===== src/core/ebu_map.svh =====
// Bit positions, field layouts and reset values of the external bus unit.
`ifndef EBU_MAP_SVH
`define EBU_MAP_SVH

// Bus configuration word fields.
`define EBU_CFG_WIDTH8   0
`define EBU_CFG_MUXED    1
`define EBU_CFG_WAIT_LO  2
`define EBU_CFG_WAIT_HI  5
`define EBU_CFG_TRI      6
`define EBU_CFG_ALE_LONG 7
`define EBU_CFG_RWDLY    8
`define EBU_CFG_RDY_EN   9
`define EBU_CFG_RDY_POL  10
`define EBU_CFG_CS_EN    11

// Window range select fields: size code in the low nibble, base address bits 23..12 above.
`define EBU_RNG_SIZE_HI  3
`define EBU_RNG_BASE_LO  4
`define EBU_RNG_BASE_HI  15

// Address space codes and the segment line masks that go with them.
`define EBU_SPACE_16M    2'h0
`define EBU_SPACE_1M     2'h1
`define EBU_SPACE_256K   2'h2
`define EBU_SPACE_64K    2'h3
`define EBU_SEG_MASK_16M  8'hff
`define EBU_SEG_MASK_1M   8'h0f
`define EBU_SEG_MASK_256K 8'h03
`define EBU_SEG_MASK_64K  8'h00

// Reset values.
// Least access length while READY is enabled: the filtered READY and data inputs lag four clocks,
// so a shorter access would end on the READY level left over from the previous cycle.
`define EBU_RDY_SETTLE   4'h4

`define EBU_RST_CNT      4'h0
`define EBU_RST_WIN      3'h0
`define EBU_RST_CFG      16'h0000
`define EBU_RST_ADDR     24'h000000
`define EBU_RST_DATA     16'h0000
`define EBU_RST_CS_N     5'h1f
`define EBU_RST_SYNC     19'h00000

`endif


===== src/core/ebu_pkg.sv =====
// Types shared by the external bus unit.
package ebu_pkg;

	typedef enum logic [2:0] {
		EBU_IDLE     = 3'h0,
		EBU_ADDR     = 3'h1,
		EBU_DELAY    = 3'h3,
		EBU_ACCESS   = 3'h2,
		EBU_RECOVER  = 3'h6,
		EBU_HOLDWAIT = 3'h4,
		EBU_HELD     = 3'h5
	} ebu_state_e;

	typedef logic [15:0] ebu_word_t;

endpackage


===== src/core/ebu_external_bus_unit.sv =====
// External bus unit: runs CPU memory requests as cycles on the external parallel bus.
`timescale 1ns/1ps
`default_nettype none
`include "ebu_map.svh"

// Behaviour
// RL1: single_chip_mode refuses every request with an error and makes no bus cycle.
// RL2: multiplexed or demultiplexed, 8- or 16-bit data, 16/18/20/24-bit addresses.
// RL3: demultiplexed cycles put address on address_port, data on data port or low byte.
// RL4: multiplexed cycles put address on data port during latch phase, then data.
// RL5: cycle wait, tri-state recovery, latch strobe length and strobe delay are programmable.
// RL6: four windows, each a range select plus its own bus configuration.
// RL7: window four beats three, window two beats one; higher index wins overall.
// RL8: addresses outside all windows use default_bus_config.
// RL9: five active-low chip selects, one per window plus the default range.
// RL10: READY input lets slow devices stretch a cycle.
// RL11: arbitration_enable hands request, grant and hold pins to this unit.
// RL12: after reset the unit is arbitration master, grant pin driven.
// RL13: arb_pin_direction_bit set selects slave mode, grant pin becomes input.
// RL14: address space selects eight, four, two or zero segment address lines.
// RL15: by default chip selects change one clock after the latch strobe rises.
// RL16: with select_timing_config set chip selects change with the latch strobe edge.
// RL17: READY active level comes from each configuration's ready polarity bit.
// RL18: the device in a ready window must end each cycle with READY active.
// RL19: while READY is inactive the cycle waits with address, strobes and selects held.
// RL20: master yields after the current cycle, floats the bus, then grants until released.
module ebu_external_bus_unit
	import ebu_pkg::*;
(
	input  wire logic        clock,
	input  wire logic        resetn,
	input  wire logic        req_valid,
	output var  logic        req_ready,
	input  wire logic        req_write,
	input  wire logic [23:0] req_addr,
	input  wire ebu_word_t   req_wdata,
	output var  logic        rsp_valid,
	output var  ebu_word_t   rsp_rdata,
	output var  logic        rsp_error,
	input  wire logic        single_chip_mode,
	input  wire logic [1:0]  address_space_sel,
	input  wire ebu_word_t   window_range_select [4],
	input  wire ebu_word_t   window_bus_config [4],
	input  wire ebu_word_t   default_bus_config,
	input  wire logic        select_timing_config,
	input  wire logic        arbitration_enable,
	input  wire logic        arb_pin_direction_bit,
	output var  logic [15:0] address_port,
	output var  logic [7:0]  segment_address,
	output var  logic        bus_oe,
	output var  ebu_word_t   muxed_data_port_o,
	output var  logic [15:0] muxed_data_port_oe,
	input  wire ebu_word_t   muxed_data_port_i,
	output var  logic        ale,
	output var  logic        rd_n,
	output var  logic        wr_n,
	output var  logic [4:0]  chip_select_n,
	input  wire logic        ready_in,
	input  wire logic        hold_request_in,
	output var  logic        bus_request_out,
	output var  logic        bus_yield_grant_o,
	output var  logic        bus_yield_grant_oe,
	input  wire logic        bus_yield_grant_i
);

	////////////////////////////////////////////////////////////////////////
	// Pin synchronisers: three stages, a change counts when stages two and three agree.

	logic [18:0] sync1;
	logic [18:0] sync2;
	logic [18:0] sync3;
	logic [18:0] filt;
	wire  [18:0] pins_in = {hold_request_in, bus_yield_grant_i, ready_in, muxed_data_port_i};
	wire  [18:0] next_filt = (sync2 & sync3) | (filt & (sync2 | sync3));

	always_ff @(posedge clock or negedge resetn) begin
		if (!resetn) begin
			sync1 <= `EBU_RST_SYNC;
			sync2 <= `EBU_RST_SYNC;
			sync3 <= `EBU_RST_SYNC;
			filt  <= `EBU_RST_SYNC;
		end else begin
			sync1 <= pins_in;
			sync2 <= sync1;
			sync3 <= sync2;
			filt  <= next_filt;
		end
	end

	wire       hold_s  = filt[18];
	wire       grant_s = filt[17];
	wire       ready_s = filt[16];
	ebu_word_t data_s;
	assign data_s = filt[15:0];

	////////////////////////////////////////////////////////////////////////
	// Window decode.

	logic [3:0] hit;

	generate
		for (genvar w = 0; w < 4; w++) begin : g_win
			wire [3:0]  size_code = window_range_select[w][`EBU_RNG_SIZE_HI:0];
			wire [11:0] base      = window_range_select[w][`EBU_RNG_BASE_HI:`EBU_RNG_BASE_LO];
			assign hit[w] = ((req_addr[23:12] ^ base) >> size_code) == 12'h000; // RL6
		end
	endgenerate

	// Higher windows take precedence over lower ones, default when none hits.
	wire [2:0] win_sel = hit[3] ? 3'h4 : hit[2] ? 3'h3 : hit[1] ? 3'h2 : hit[0] ? 3'h1 : 3'h0; // RL7 RL8
	ebu_word_t cfg_sel;
	assign cfg_sel = (win_sel == 3'h0) ? default_bus_config : window_bus_config[win_sel[1:0] - 2'h1]; // RL6 RL8

	////////////////////////////////////////////////////////////////////////
	// Cycle state.

	ebu_state_e state;
	ebu_state_e next_state;
	logic [3:0] cnt;
	logic [3:0] next_cnt;
	logic [23:0] addr;
	logic [23:0] next_addr;
	ebu_word_t  wdata;
	ebu_word_t  next_wdata;
	logic       write;
	logic       next_write;
	logic [2:0] win;
	logic [2:0] next_win;
	ebu_word_t  cfg;
	ebu_word_t  next_cfg;
	logic       next_rsp_valid;
	ebu_word_t  next_rsp_rdata;
	logic       next_rsp_error;

	wire slave    = arb_pin_direction_bit; // RL13
	wire accept   = req_valid & req_ready;
	wire width8   = cfg[`EBU_CFG_WIDTH8];
	wire muxed    = cfg[`EBU_CFG_MUXED];
	wire [3:0] wait_cnt = cfg[`EBU_CFG_WAIT_HI:`EBU_CFG_WAIT_LO];
	wire rdy_ok   = !cfg[`EBU_CFG_RDY_EN] || (ready_s == cfg[`EBU_CFG_RDY_POL]); // RL10 RL17 RL18
	wire hold_go  = arbitration_enable && !slave && hold_s; // RL11 RL20

	// A READY window waits out the input filter before READY is trusted.
	wire rdy_short = cfg[`EBU_CFG_RDY_EN] && (wait_cnt < `EBU_RDY_SETTLE);
	wire [3:0] acc_cnt = rdy_short ? `EBU_RDY_SETTLE : wait_cnt; // RL10 RL19
	wire [3:0] ale_len  = {3'h0, cfg_sel[`EBU_CFG_ALE_LONG]};
	ebu_word_t rd_word;
	assign rd_word = width8 ? {8'h00, data_s[7:0]} : data_s; // RL3

	always_comb begin
		next_state     = state;
		next_cnt       = cnt;
		next_addr      = addr;
		next_wdata     = wdata;
		next_write     = write;
		next_win       = win;
		next_cfg       = cfg;
		next_rsp_valid = 1'b0;
		next_rsp_rdata = rsp_rdata;
		next_rsp_error = 1'b0;
		unique case (state)
			EBU_IDLE: begin
				if (accept && single_chip_mode) begin
					next_rsp_valid = 1'b1; // RL1
					next_rsp_error = 1'b1;
				end else if (accept) begin
					next_state = EBU_ADDR;
					next_cnt   = ale_len; // RL5
					next_addr  = req_addr;
					next_wdata = req_wdata;
					next_write = req_write;
					next_win   = win_sel;
					next_cfg   = cfg_sel;
				end else if (hold_go) begin
					next_state = EBU_HOLDWAIT; // RL20
				end
			end
			EBU_ADDR: begin
				if (cnt != 4'h0) begin
					next_cnt = cnt - 4'h1;
				end else begin
					next_state = cfg[`EBU_CFG_RWDLY] ? EBU_DELAY : EBU_ACCESS; // RL5
					next_cnt   = acc_cnt;
				end
			end
			EBU_DELAY: begin
				next_state = EBU_ACCESS;
			end
			EBU_ACCESS: begin
				if (cnt != 4'h0) begin
					next_cnt = cnt - 4'h1; // RL5
				end else if (rdy_ok) begin
					next_state     = cfg[`EBU_CFG_TRI] ? EBU_RECOVER : EBU_IDLE; // RL5
					next_rsp_valid = 1'b1;
					next_rsp_rdata = write ? rsp_rdata : rd_word;
				end
			end
			EBU_RECOVER: begin
				next_state = EBU_IDLE;
			end
			EBU_HOLDWAIT: begin
				next_state = EBU_HELD; // RL20
			end
			EBU_HELD: begin
				if (!hold_s) begin
					next_state = EBU_IDLE; // RL20
				end
			end
			default: begin
				next_state = EBU_IDLE;
			end
		endcase
	end

	always_ff @(posedge clock or negedge resetn) begin
		if (!resetn) begin
			state <= EBU_IDLE;
			cnt   <= `EBU_RST_CNT;
			addr  <= `EBU_RST_ADDR;
			wdata <= `EBU_RST_DATA;
			write <= 1'b0;
			win   <= `EBU_RST_WIN;
			cfg   <= `EBU_RST_CFG;
		end else begin
			state <= next_state;
			cnt   <= next_cnt;
			addr  <= next_addr;
			wdata <= next_wdata;
			write <= next_write;
			win   <= next_win;
			cfg   <= next_cfg;
		end
	end

	////////////////////////////////////////////////////////////////////////
	// Pin values for the coming cycle, registered below.

	wire n_cycle  = (next_state == EBU_ADDR) || (next_state == EBU_DELAY) || (next_state == EBU_ACCESS);
	wire n_held   = (next_state == EBU_HOLDWAIT) || (next_state == EBU_HELD);
	wire n_granted = !arbitration_enable || !slave || grant_s || (next_state != EBU_IDLE);
	wire n_bus_oe = !n_held && n_granted; // RL20 RL13
	wire n_ready  = (next_state == EBU_IDLE) && !hold_go && n_granted;
	wire n_muxed  = next_cfg[`EBU_CFG_MUXED];
	wire n_w8     = next_cfg[`EBU_CFG_WIDTH8];
	wire n_strobe = next_state == EBU_ACCESS;
	// Selects follow the strobe edge when fast, otherwise one clock later.
	wire n_cs_on  = n_cycle && (select_timing_config || (state != EBU_IDLE)) && next_cfg[`EBU_CFG_CS_EN]; // RL15 RL16
	logic [4:0] next_cs_n;
	logic [7:0] seg_mask;
	ebu_word_t  next_dout;
	logic [15:0] next_doe;

	always_comb begin
		next_cs_n = `EBU_RST_CS_N;
		if (n_cs_on) begin
			next_cs_n[next_win] = 1'b0; // RL9 RL19
		end
	end

	always_comb begin
		unique case (address_space_sel)
			`EBU_SPACE_16M:  seg_mask = `EBU_SEG_MASK_16M; // RL14
			`EBU_SPACE_1M:   seg_mask = `EBU_SEG_MASK_1M;
			`EBU_SPACE_256K: seg_mask = `EBU_SEG_MASK_256K;
			`EBU_SPACE_64K:  seg_mask = `EBU_SEG_MASK_64K;
		endcase
	end

	always_comb begin
		next_dout = next_wdata;
		next_doe  = 16'h0000;
		if (n_bus_oe && n_muxed && (next_state == EBU_ADDR)) begin
			next_dout = next_addr[15:0]; // RL4
			next_doe  = 16'hffff;
		end else if (n_bus_oe && next_write && ((next_state == EBU_DELAY) || n_strobe)) begin
			next_doe  = n_w8 ? 16'h00ff : 16'hffff; // RL3 RL2
		end
	end

	always_ff @(posedge clock or negedge resetn) begin
		if (!resetn) begin
			req_ready          <= 1'b0;
			rsp_valid          <= 1'b0;
			rsp_rdata          <= `EBU_RST_DATA;
			rsp_error          <= 1'b0;
			address_port       <= `EBU_RST_DATA;
			segment_address    <= 8'h00;
			bus_oe             <= 1'b1;
			muxed_data_port_o  <= `EBU_RST_DATA;
			muxed_data_port_oe <= 16'h0000;
			ale                <= 1'b0;
			rd_n               <= 1'b1;
			wr_n               <= 1'b1;
			chip_select_n      <= `EBU_RST_CS_N;
			bus_request_out    <= 1'b0;
			bus_yield_grant_o  <= 1'b0;
			bus_yield_grant_oe <= 1'b0;
		end else begin
			req_ready          <= n_ready;
			rsp_valid          <= next_rsp_valid;
			rsp_rdata          <= next_rsp_rdata;
			rsp_error          <= next_rsp_error;
			address_port       <= next_addr[15:0]; // RL3
			segment_address    <= next_addr[23:16] & seg_mask; // RL14
			bus_oe             <= n_bus_oe;
			muxed_data_port_o  <= next_dout;
			muxed_data_port_oe <= next_doe;
			ale                <= next_state == EBU_ADDR; // RL5
			rd_n               <= !(n_strobe && !next_write); // RL19
			wr_n               <= !(n_strobe && next_write);
			chip_select_n      <= next_cs_n;
			bus_request_out    <= arbitration_enable && slave && (req_valid || n_cycle); // RL11 RL13
			bus_yield_grant_o  <= next_state == EBU_HELD; // RL20
			bus_yield_grant_oe <= arbitration_enable && !slave; // RL12 RL13
		end
	end

endmodule
`default_nettype wire


===== config.mk =====
export PLATFORM = sky130hd
export DESIGN_NAME = ebu_external_bus_unit
export DESIGN_NICKNAME = d
export VERILOG_FILES = /design/src/core/ebu_pkg.sv /design/src/core/ebu_external_bus_unit.sv
export VERILOG_INCLUDE_DIRS = /design/src /design/src/core
export SDC_FILE = /design/constraint.sdc
export NUM_CORES = 1
export LEC_CHECK = 0
export BUFFER_PORTS_ARGS = -buffer_cell sky130_fd_sc_hd__buf_2
export CAP_MARGIN = 40
export CORE_ASPECT_RATIO = 0.6
export CORE_MARGIN = 2
export CORE_UTILIZATION = 35
export CTS_CLUSTER_SIZE = 12
export DETAILED_ROUTE_END_ITERATION = 10
export PLACE_DENSITY = 0.64
export SETUP_SLACK_MARGIN = 0.4
export SLEW_MARGIN = 20
export SYNTH_ARGS = -nofsm -noshare
export SYNTH_HDL_FRONTEND = slang
export SYNTH_SLANG_ARGS = --single-unit
export TNS_END_PERCENT = 100

===== constraint.sdc =====
create_clock -name clock -period 4.02 [get_ports clock]
set_input_delay 0.402 -clock clock [delete_from_list [all_inputs] [get_ports clock]]
set_output_delay 0.402 -clock clock [all_outputs]
set_load 0.01 [all_outputs]

After elaboration in Yosys (flattened, before gate mapping) --
Cells that the tools add are included.
Storage, ports and cells: register bits 226, input port bits 213, output and inout bits 87
Cells by class: add/subtract/negate cells 2, order comparisons 4, eq/ne operators 17, shifts and indexed selects 4, multiplexer cells 53, bitwise gates (word level) 15, reductions and logical operators 51
Operator list (count):
- two-way mux 16 bit | 8
- two-way mux 12 bit | 6
- two-way mux 24 bit | 3
- logical NOT 12 bit | 4
- >> shifter 12 x 4 -> 12 bit | 4
- XOR 12 bit | 4
- bitwise AND 19 bit | 2
- OR 19 bit | 2
- two-way mux 3 bit | 12
- binary-select mux 16 bit (select 2 bit) | 1
- case mux 8 bit (4 select lines) | 1
- two-way mux 4 bit | 5
- logical AND 1 bit | 18
- case mux 3 bit (6 select lines) | 1
- equality test 3 x 2 -> 1 bit, second input constant | 4
- equality test 3 bit, second input constant | 4
- case mux 4 bit (3 select lines) | 1
- logical OR 1 bit | 10
- two-way mux 1 bit | 10
- logical NOT 3 bit | 3
- nonzero test 3 bit | 3
- bitwise AND 8 bit | 1
- logical NOT 1 bit | 8
- AND reduction 4 bit | 2
- other kinds (22) | 29

Longest topological paths before layout --
depth after elaboration 19, mapped depth 16, gate-level depth less buffers 12

Least setup slack after synthesis --
No wires, ideal clock.
kind in2reg, from in req_addr[13], to reg muxed_data_port_o[10], setup time 0.125 ns, data arrival time 3.790 ns, required time 3.895 ns, setup slack 0.105 ns, stages 16, buffers on the path 4, cell sequence buf_2 -> xor2_1 -> a22o_1 -> nor4_1 -> o21a_1 -> a211oi_2 -> o21ai_4 -> buf_2 -> ha_1 -> inv_1 -> mux4_1 -> a211o_1 -> o211a_1 -> buf_6 -> buf_8 -> mux2_4
Between the ends: longest elaborated chain between the ends 19, elaborated cells on any way between the ends 29, classes of those cells add/sub: 1; shift: 4; mux: 12; bitwise: 5; reduce/logical: 7
Ends and longest elaborated chain:
- start, declared | line ebu_external_bus_unit.sv:35 | input wire logic [23:0] req_addr,
- XOR 12 bit | line ebu_external_bus_unit.sv:105 | assign hit[w] = ((req_addr[23:12] ^ base) >> size_code) == 12'h000;
- >> shifter 12 x 4 -> 12 bit | line ebu_external_bus_unit.sv:105
- logical NOT 12 bit | line ebu_external_bus_unit.sv:105
- two-way mux 1 bit | line ebu_external_bus_unit.sv:110 | wire [2:0] win_sel = hit[3] ? 3'h4 : hit[2] ? 3'h3 : hit[1] ? 3'h2 : hit[0] ? 3'h1 : 3'h0;
- two-way mux 2 bit (2 in series) | line ebu_external_bus_unit.sv:110
- two-way mux 3 bit * | line ebu_external_bus_unit.sv:110
- subtractor 2 x 1 -> 2 bit | line ebu_external_bus_unit.sv:112 | assign cfg_sel = (win_sel == 3'h0) ? default_bus_config : window_bus_config[win_sel[1:0] - 2'h1];
- inverter 2 -> 3 bit (implied by the code) | line ebu_external_bus_unit.sv:112
- binary-select mux 16 bit (select 2 bit) | line ebu_external_bus_unit.sv:112
- two-way mux 12 bit (implied by the code) (2 in series) | line ebu_external_bus_unit.sv:112
- two-way mux 12 bit * | line ebu_external_bus_unit.sv:112
- two-way mux 12 bit * | line ebu_external_bus_unit.sv:166 | end else if (accept) begin
- two-way mux 12 bit * | line ebu_external_bus_unit.sv:163 | if (accept && single_chip_mode) begin
- two-way mux 12 bit * | line ebu_external_bus_unit.sv:161 | unique case (state)
- logical AND 1 bit * (2 in series) | line ebu_external_bus_unit.sv:272 | if (n_bus_oe && n_muxed && (next_state == EBU_ADDR)) begin
- two-way mux 16 bit * | line ebu_external_bus_unit.sv:272
- net next_dout[10] | line ebu_external_bus_unit.sv:250 | ebu_word_t next_dout;
- end signal, assigned | line ebu_external_bus_unit.sv:289 | muxed_data_port_o <= `EBU_RST_DATA;
- end signal, assigned | line ebu_external_bus_unit.sv:306 | muxed_data_port_o <= next_dout;
- end, declared | line ebu_external_bus_unit.sv:51 | output var ebu_word_t muxed_data_port_o,
The timed path passes the listed nets; every way through them passes the cells marked *. The select of a mux whose other input is x is not followed. A chain may end at the register's enable or synchronous reset.

Final worst setup path --
from in req_addr[14], to reg muxed_data_port_o[7]
The elaborated chain is that of the path after synthesis.

==> report_table.html <==
<table>
<tr><th>Metric</th><th>Value</th></tr>
<tr><th colspan="2">Detailed routing</th></tr>
<tr><td>Wire length reported by the detailed router</td><td>20900 um</td></tr>
<tr><td>Avg WL per Cell</td><td>15.8 um</td></tr>
<tr><td>Post-route antenna net violation count</td><td>0</td></tr>
<tr><td>First-pass DRT Iterations</td><td>4</td></tr>
<tr><td>Iteration-0 DRC Markers</td><td>413</td></tr>
<tr><td>Vias per inst</td><td>4.63</td></tr>
<tr><td>Via count</td><td>6132</td></tr>
<tr><td>Remaining routing DRC violations</td><td>0</td></tr>
<tr><th colspan="2">Timing</th></tr>
<tr><td>Final Critical Period</td><td>3400 ps</td></tr>
<tr><td>Count of pins over their slew limit</td><td>0</td></tr>
<tr><td>Count of final setup violators</td><td>0</td></tr>
<tr><td>Slew at the pin with the worst max-slew slack</td><td>544 ps</td></tr>
<tr><td>Setup TNS</td><td>0 ps</td></tr>
<tr><td>Max_slew headroom</td><td>63.8%</td></tr>
<tr><td>Final worst-path cycle share</td><td>84.6%</td></tr>
<tr><td>Number of failing hold endpoints at the final stage</td><td>0</td></tr>
<tr><td>Max frequency</td><td>294 MHz</td></tr>
<tr><td>Fin Clk Skew</td><td>9.06 ps</td></tr>
<tr><td>RSZ-0062 raised after global routing</td><td>false</td></tr>
<tr><th colspan="2">Global route</th></tr>
<tr><td>Met2 capacity usage during global routing</td><td>24.3%</td></tr>
<tr><td>Number of antenna violations at the first check in global routing</td><td>4</td></tr>
<tr><td>Global-route met1 utilization</td><td>25.2%</td></tr>
<tr><td>Largest net degree at the start of global routing</td><td>76</td></tr>
<tr><td>GR Util All Layers</td><td>17.2%</td></tr>
<tr><td>Global-route met3 utilization</td><td>5.39%</td></tr>
<tr><td>Remaining Overflow, GRT</td><td>0</td></tr>
<tr><td>Via count of the first global-routing pass</td><td>6133</td></tr>
<tr><td>First-pass GRT wire length</td><td>33300 um</td></tr>
<tr><td>Most heavily used metal layer in global routing</td><td>met1</td></tr>
<tr><th colspan="2">Layout</th></tr>
<tr><td>Filler instances</td><td>2293</td></tr>
<tr><td>FF+latch area</td><td>0.00489 mm^2</td></tr>
<tr><td>Post-route cell area</td><td>0.0107 mm^2</td></tr>
<tr><td>Multi-input gate area in the final layout</td><td>0.00313 mm^2</td></tr>
<tr><td>Area added between synthesis and finish</td><td>26.2%</td></tr>
<tr><td>Layout cells sized above 1</td><td>38.4%</td></tr>
<tr><td>Layout Cells excl Fill</td><td>1325</td></tr>
<tr><td>Final Net Count</td><td>1204</td></tr>
<tr><th colspan="2">Pwr</th></tr>
<tr><td>Power per unit of standard cell area</td><td>620 mW/mm^2</td></tr>
<tr><td>Net switching share of the total power</td><td>33.8%</td></tr>
<tr><td>Total power of the final layout</td><td>6.62 mW</td></tr>
<tr><td>Switching power summed over all nets</td><td>2.23 mW</td></tr>
<tr><td>Clock Power Share</td><td>26.0%</td></tr>
<tr><td>Combinational group share of total power</td><td>31.9%</td></tr>
<tr><td>Standby leakage power</td><td>5.26 nW</td></tr>
<tr><td>Peak supply drop</td><td>0.000250 V</td></tr>
<tr><td>Internal power</td><td>4.38 mW</td></tr>
<tr><td>Share of power burned in registers</td><td>42.1%</td></tr>
<tr><th colspan="2">Logic synthesis</th></tr>
<tr><td>Syn nets</td><td>956</td></tr>
<tr><td>Seq/Total Area, Yosys</td><td>57.8%</td></tr>
<tr><td>Main synth FF type</td><td>sky130_fd_sc_hd__dfrtp_1</td></tr>
<tr><td>Number of warnings reported in the yosys synthesis log</td><td>0</td></tr>
<tr><td>Number of enable-type register cells in the synthesized netlist</td><td>0</td></tr>
<tr><td>Mean post-synth cell area</td><td>11.4 um^2</td></tr>
<tr><td>Proportion of synthesized flip-flops having asynchronous set or reset</td><td>100%</td></tr>
<tr><td>Number of distinct library cell variants in the gate-level netlist after synthesis</td><td>56</td></tr>
<tr><td>Number of instances in the synthesized netlist</td><td>740</td></tr>
<tr><td>FF+latch count, synth</td><td>195</td></tr>
<tr><td>Syn Std Cell Area</td><td>0.00847 mm^2</td></tr>
<tr><th colspan="2">Place</th></tr>
<tr><td>Dpl cell area</td><td>0.0101 mm^2</td></tr>
<tr><td>DPL Wire Length</td><td>16000 um</td></tr>
<tr><td>Number of buffers added on ports</td><td>279</td></tr>
<tr><td>Routability-driven placement congestion ratio</td><td>0.895</td></tr>
<tr><td># placed instances</td><td>1290</td></tr>
<tr><th colspan="2">Setup path</th></tr>
<tr><td>Crit Reg-Reg Endpoint</td><td>chip_select_n[0]</td></tr>
<tr><td>Sort of element at the end of the critical path</td><td>flop</td></tr>
<tr><td>Setup crit start kind</td><td>input port</td></tr>
<tr><td>Reg-to-reg critical path startpoint</td><td>cnt[0]</td></tr>
<tr><td>Number of cells traversed by the worst register-to-register path</td><td>13</td></tr>
<tr><td>Critical setup path kind</td><td>in2reg</td></tr>
<tr><td>Critical Path AT</td><td>3730 ps</td></tr>
<tr><td>Top fanout value on the critical path</td><td>18</td></tr>
<tr><td>R2r setup slk</td><td>1030 ps</td></tr>
<tr><td>Required time of the critical path</td><td>4350 ps</td></tr>
<tr><th colspan="2">Die</th></tr>
<tr><td>Area of the die</td><td>0.0255 mm^2</td></tr>
<tr><td>Initial standard-cell utilization of the core</td><td>35.4%</td></tr>
<tr><td>Core footprint</td><td>0.0239 mm^2</td></tr>
<tr><td>Standard-cell row count</td><td>44</td></tr>
<tr><td>Die span in x</td><td>205 um</td></tr>
<tr><td>Number of top-level pins</td><td>300</td></tr>
<tr><td>Vertical die dimension</td><td>124 um</td></tr>
<tr><th colspan="2">Clock tree</th></tr>
<tr><td>Reg clk slew, reported paths</td><td>70 ps</td></tr>
<tr><td>Total CTS buffers</td><td>17</td></tr>
<tr><td>CTS sink cnt</td><td>195</td></tr>
<tr><td>Clk_lat worst skew</td><td>450 ps</td></tr>
<tr><td>Root Driver</td><td>sky130_fd_sc_hd__clkbuf_16</td></tr>
<tr><td>Post-cts resize count</td><td>0</td></tr>
<tr><td>Number of buffers inserted for hold repair after clock tree synthesis</td><td>1</td></tr>
<tr><td>H-tree depth</td><td>4</td></tr>
<tr><td>Post-CTS setup buffers</td><td>0</td></tr>
<tr><td>Bufs on Longest Clock Path</td><td>2</td></tr>
<tr><td>Clock tree from TritonCTS</td><td>yes</td></tr>
<tr><th colspan="2">Min path</th></tr>
<tr><td>Hold/Removal Path Class</td><td>in2reg</td></tr>
<tr><td>Hold depth</td><td>1</td></tr>
<tr><td>Source of the worst hold timing path</td><td>muxed_data_port_i[6]</td></tr>
<tr><td>Sink of the worst hold path</td><td>sync1[6]</td></tr>
<tr><th colspan="2">Run status</th></tr>
<tr><td>Status</td><td>completed</td></tr>
<tr><th colspan="2">Flow run</th></tr>
<tr><td>Number of max-cap violations</td><td>0</td></tr>
</table>
==> power by group through the flow <==
stage	registers (mW)	clock network, mW	logic [mW]
6_report	2.78	1.72	2.11
4_1_cts	2.79	1.79	2.14
3_3_place_gp	2.81	0	2.09
5_1_grt	2.86	1.87	2.37
2_1_floorplan	2.87	0	1.41
3_5_place_dp	2.83	0	2.13
==> cell type report <==
class	instances	area share, %
Multi-Input combinational cell	465	29.3
Antenna cell	2	0.0469
Inverter	14	0.492
Tap cell	322	3.77
Clock buffer	18	4.11
Clock inverter	14	1.53
Sequential cell	195	45.8
Timing Repair Buffer	295	14.9
==> routing by layer <==
metal,wire (um),vias to the layer above,share of wire (%)
met5,24,-,0.11
met2,8710,194,42
met1,10400,2949,50
li1,-,2964,-
met3,1540,21,7.4
met4,231,4,1.1
==> Yosys cell counts, drive strengths merged (4+ instances only) <==
cell	number	share of area (%)
maj3	19	2.2
xnor2	42	4.6
clkbuf	16	0.71
o211ai	6	0.53
nor2	24	1.1
inv	14	0.62
dfrtp	187	55
or2	4	0.30
mux2i	15	1.8
o21ai	41	2.6
a21oi	21	1.2
nand2	154	6.8
nand3	9	0.53
o21bai	4	0.35
mux2	24	3.5
nand2b	13	0.96
nor2b	5	0.37
mux4	12	3.3
o22ai	4	0.30
xor2	9	0.93
nor3	9	0.53
buf	50	4.1
dfstp	8	2.5
nor3b	7	0.62
a211oi	5	0.50
==> metrics by stage <==
stage | hold WS (ps) | util, % | worst slack [ps]
final | 59.3 | 44.6 | 619
after global routing | 24.4 | 44.6 | 509
after CTS | 25.9 | 44.6 | 699
after detailed placement | 335 | 42.0 | 247
after global placement | 332 | 41.8 | 217
after floorplan | 106 | - | 425
==> cell families (layout without fill, tap and decap cells) <==
logic type	count (synthesis)	count (layout)	share of synthesized area, %
muxes	51	51	8.60
xor gates and xnor gates	51	51	5.54
AOI/OAI and AO/OA	103	103	7.70
DFF	195	195	57.8
and+or+nand+nor	238	238	12.3
other	0	2	0
adders and majority gates	22	22	2.69
buffers and inverters	80	341	5.44
==> critical path, stage by stage <==
cell	delay (ps)
sky130_fd_sc_hd__buf_2	150
sky130_fd_sc_hd__xnor2_2	210
sky130_fd_sc_hd__o211ai_1	210
sky130_fd_sc_hd__a211oi_1	270
sky130_fd_sc_hd__o21ai_0	100
sky130_fd_sc_hd__a21oi_1	250
sky130_fd_sc_hd__o31ai_1	130
sky130_fd_sc_hd__buf_4	150
sky130_fd_sc_hd__ha_4	230
sky130_fd_sc_hd__inv_2	70
sky130_fd_sc_hd__mux4_1	600
sky130_fd_sc_hd__a211o_1	330
sky130_fd_sc_hd__o211a_1	160
sky130_fd_sc_hd__buf_12	170
sky130_fd_sc_hd__mux2_4	300
==> how the worst max path moves through the flow <==
| stage | from | endpoint | depth (start not counted) |
|---|---|---|---|
| floorplan | req_addr[13] | muxed_data_port_o[10] | 16 |
| global placement | req_addr[14] | muxed_data_port_o[11] | 15 |
| detailed placement | req_addr[14] | muxed_data_port_o[7] | 15 |
| CTS | req_addr[14] | muxed_data_port_o[7] | 15 |
| global route | req_addr[14] | muxed_data_port_o[7] | 15 |
| finish | req_addr[14] | muxed_data_port_o[7] | 15 |
==> state kept, by name (all words and copies together), names as in the netlist, 8 cells and up <==
signal / cells
cfg: 11
address_port: 15
sync2: 19
wdata: 16
segment_address: 8
sync1: 19
filt: 19
sync3: 19
muxed_data_port_o: 16
addr: 9
rsp_rdata: 16
==> cell usage in the layout (no fill, tap or decap), drive strengths merged, types with 2 or more instances in the layout <==
master	instances
buf	293
dfrtp	187
nand2	154
xnor2	42
o21ai	41
nor2	24
mux2	24
a21oi	21
inv	21
maj3	19
clkbuf	19
mux2i	15
nand2b	13
mux4	12
xor2	9
nand3	9
nor3	9
dfstp	8
nor3b	7
o211ai	6
clkinv	6
nor2b	5
a211oi	5
o21bai	4
or2	4
o22ai	4
a31oi	3
a21boi	3
o21a	3
nor4	3
or3	3
ha	3
diode	2
a22o	2
o31ai	2
and2	2
o221ai	2
nand3b	2
No activity file was read; power rests on OpenSTA's default activity.
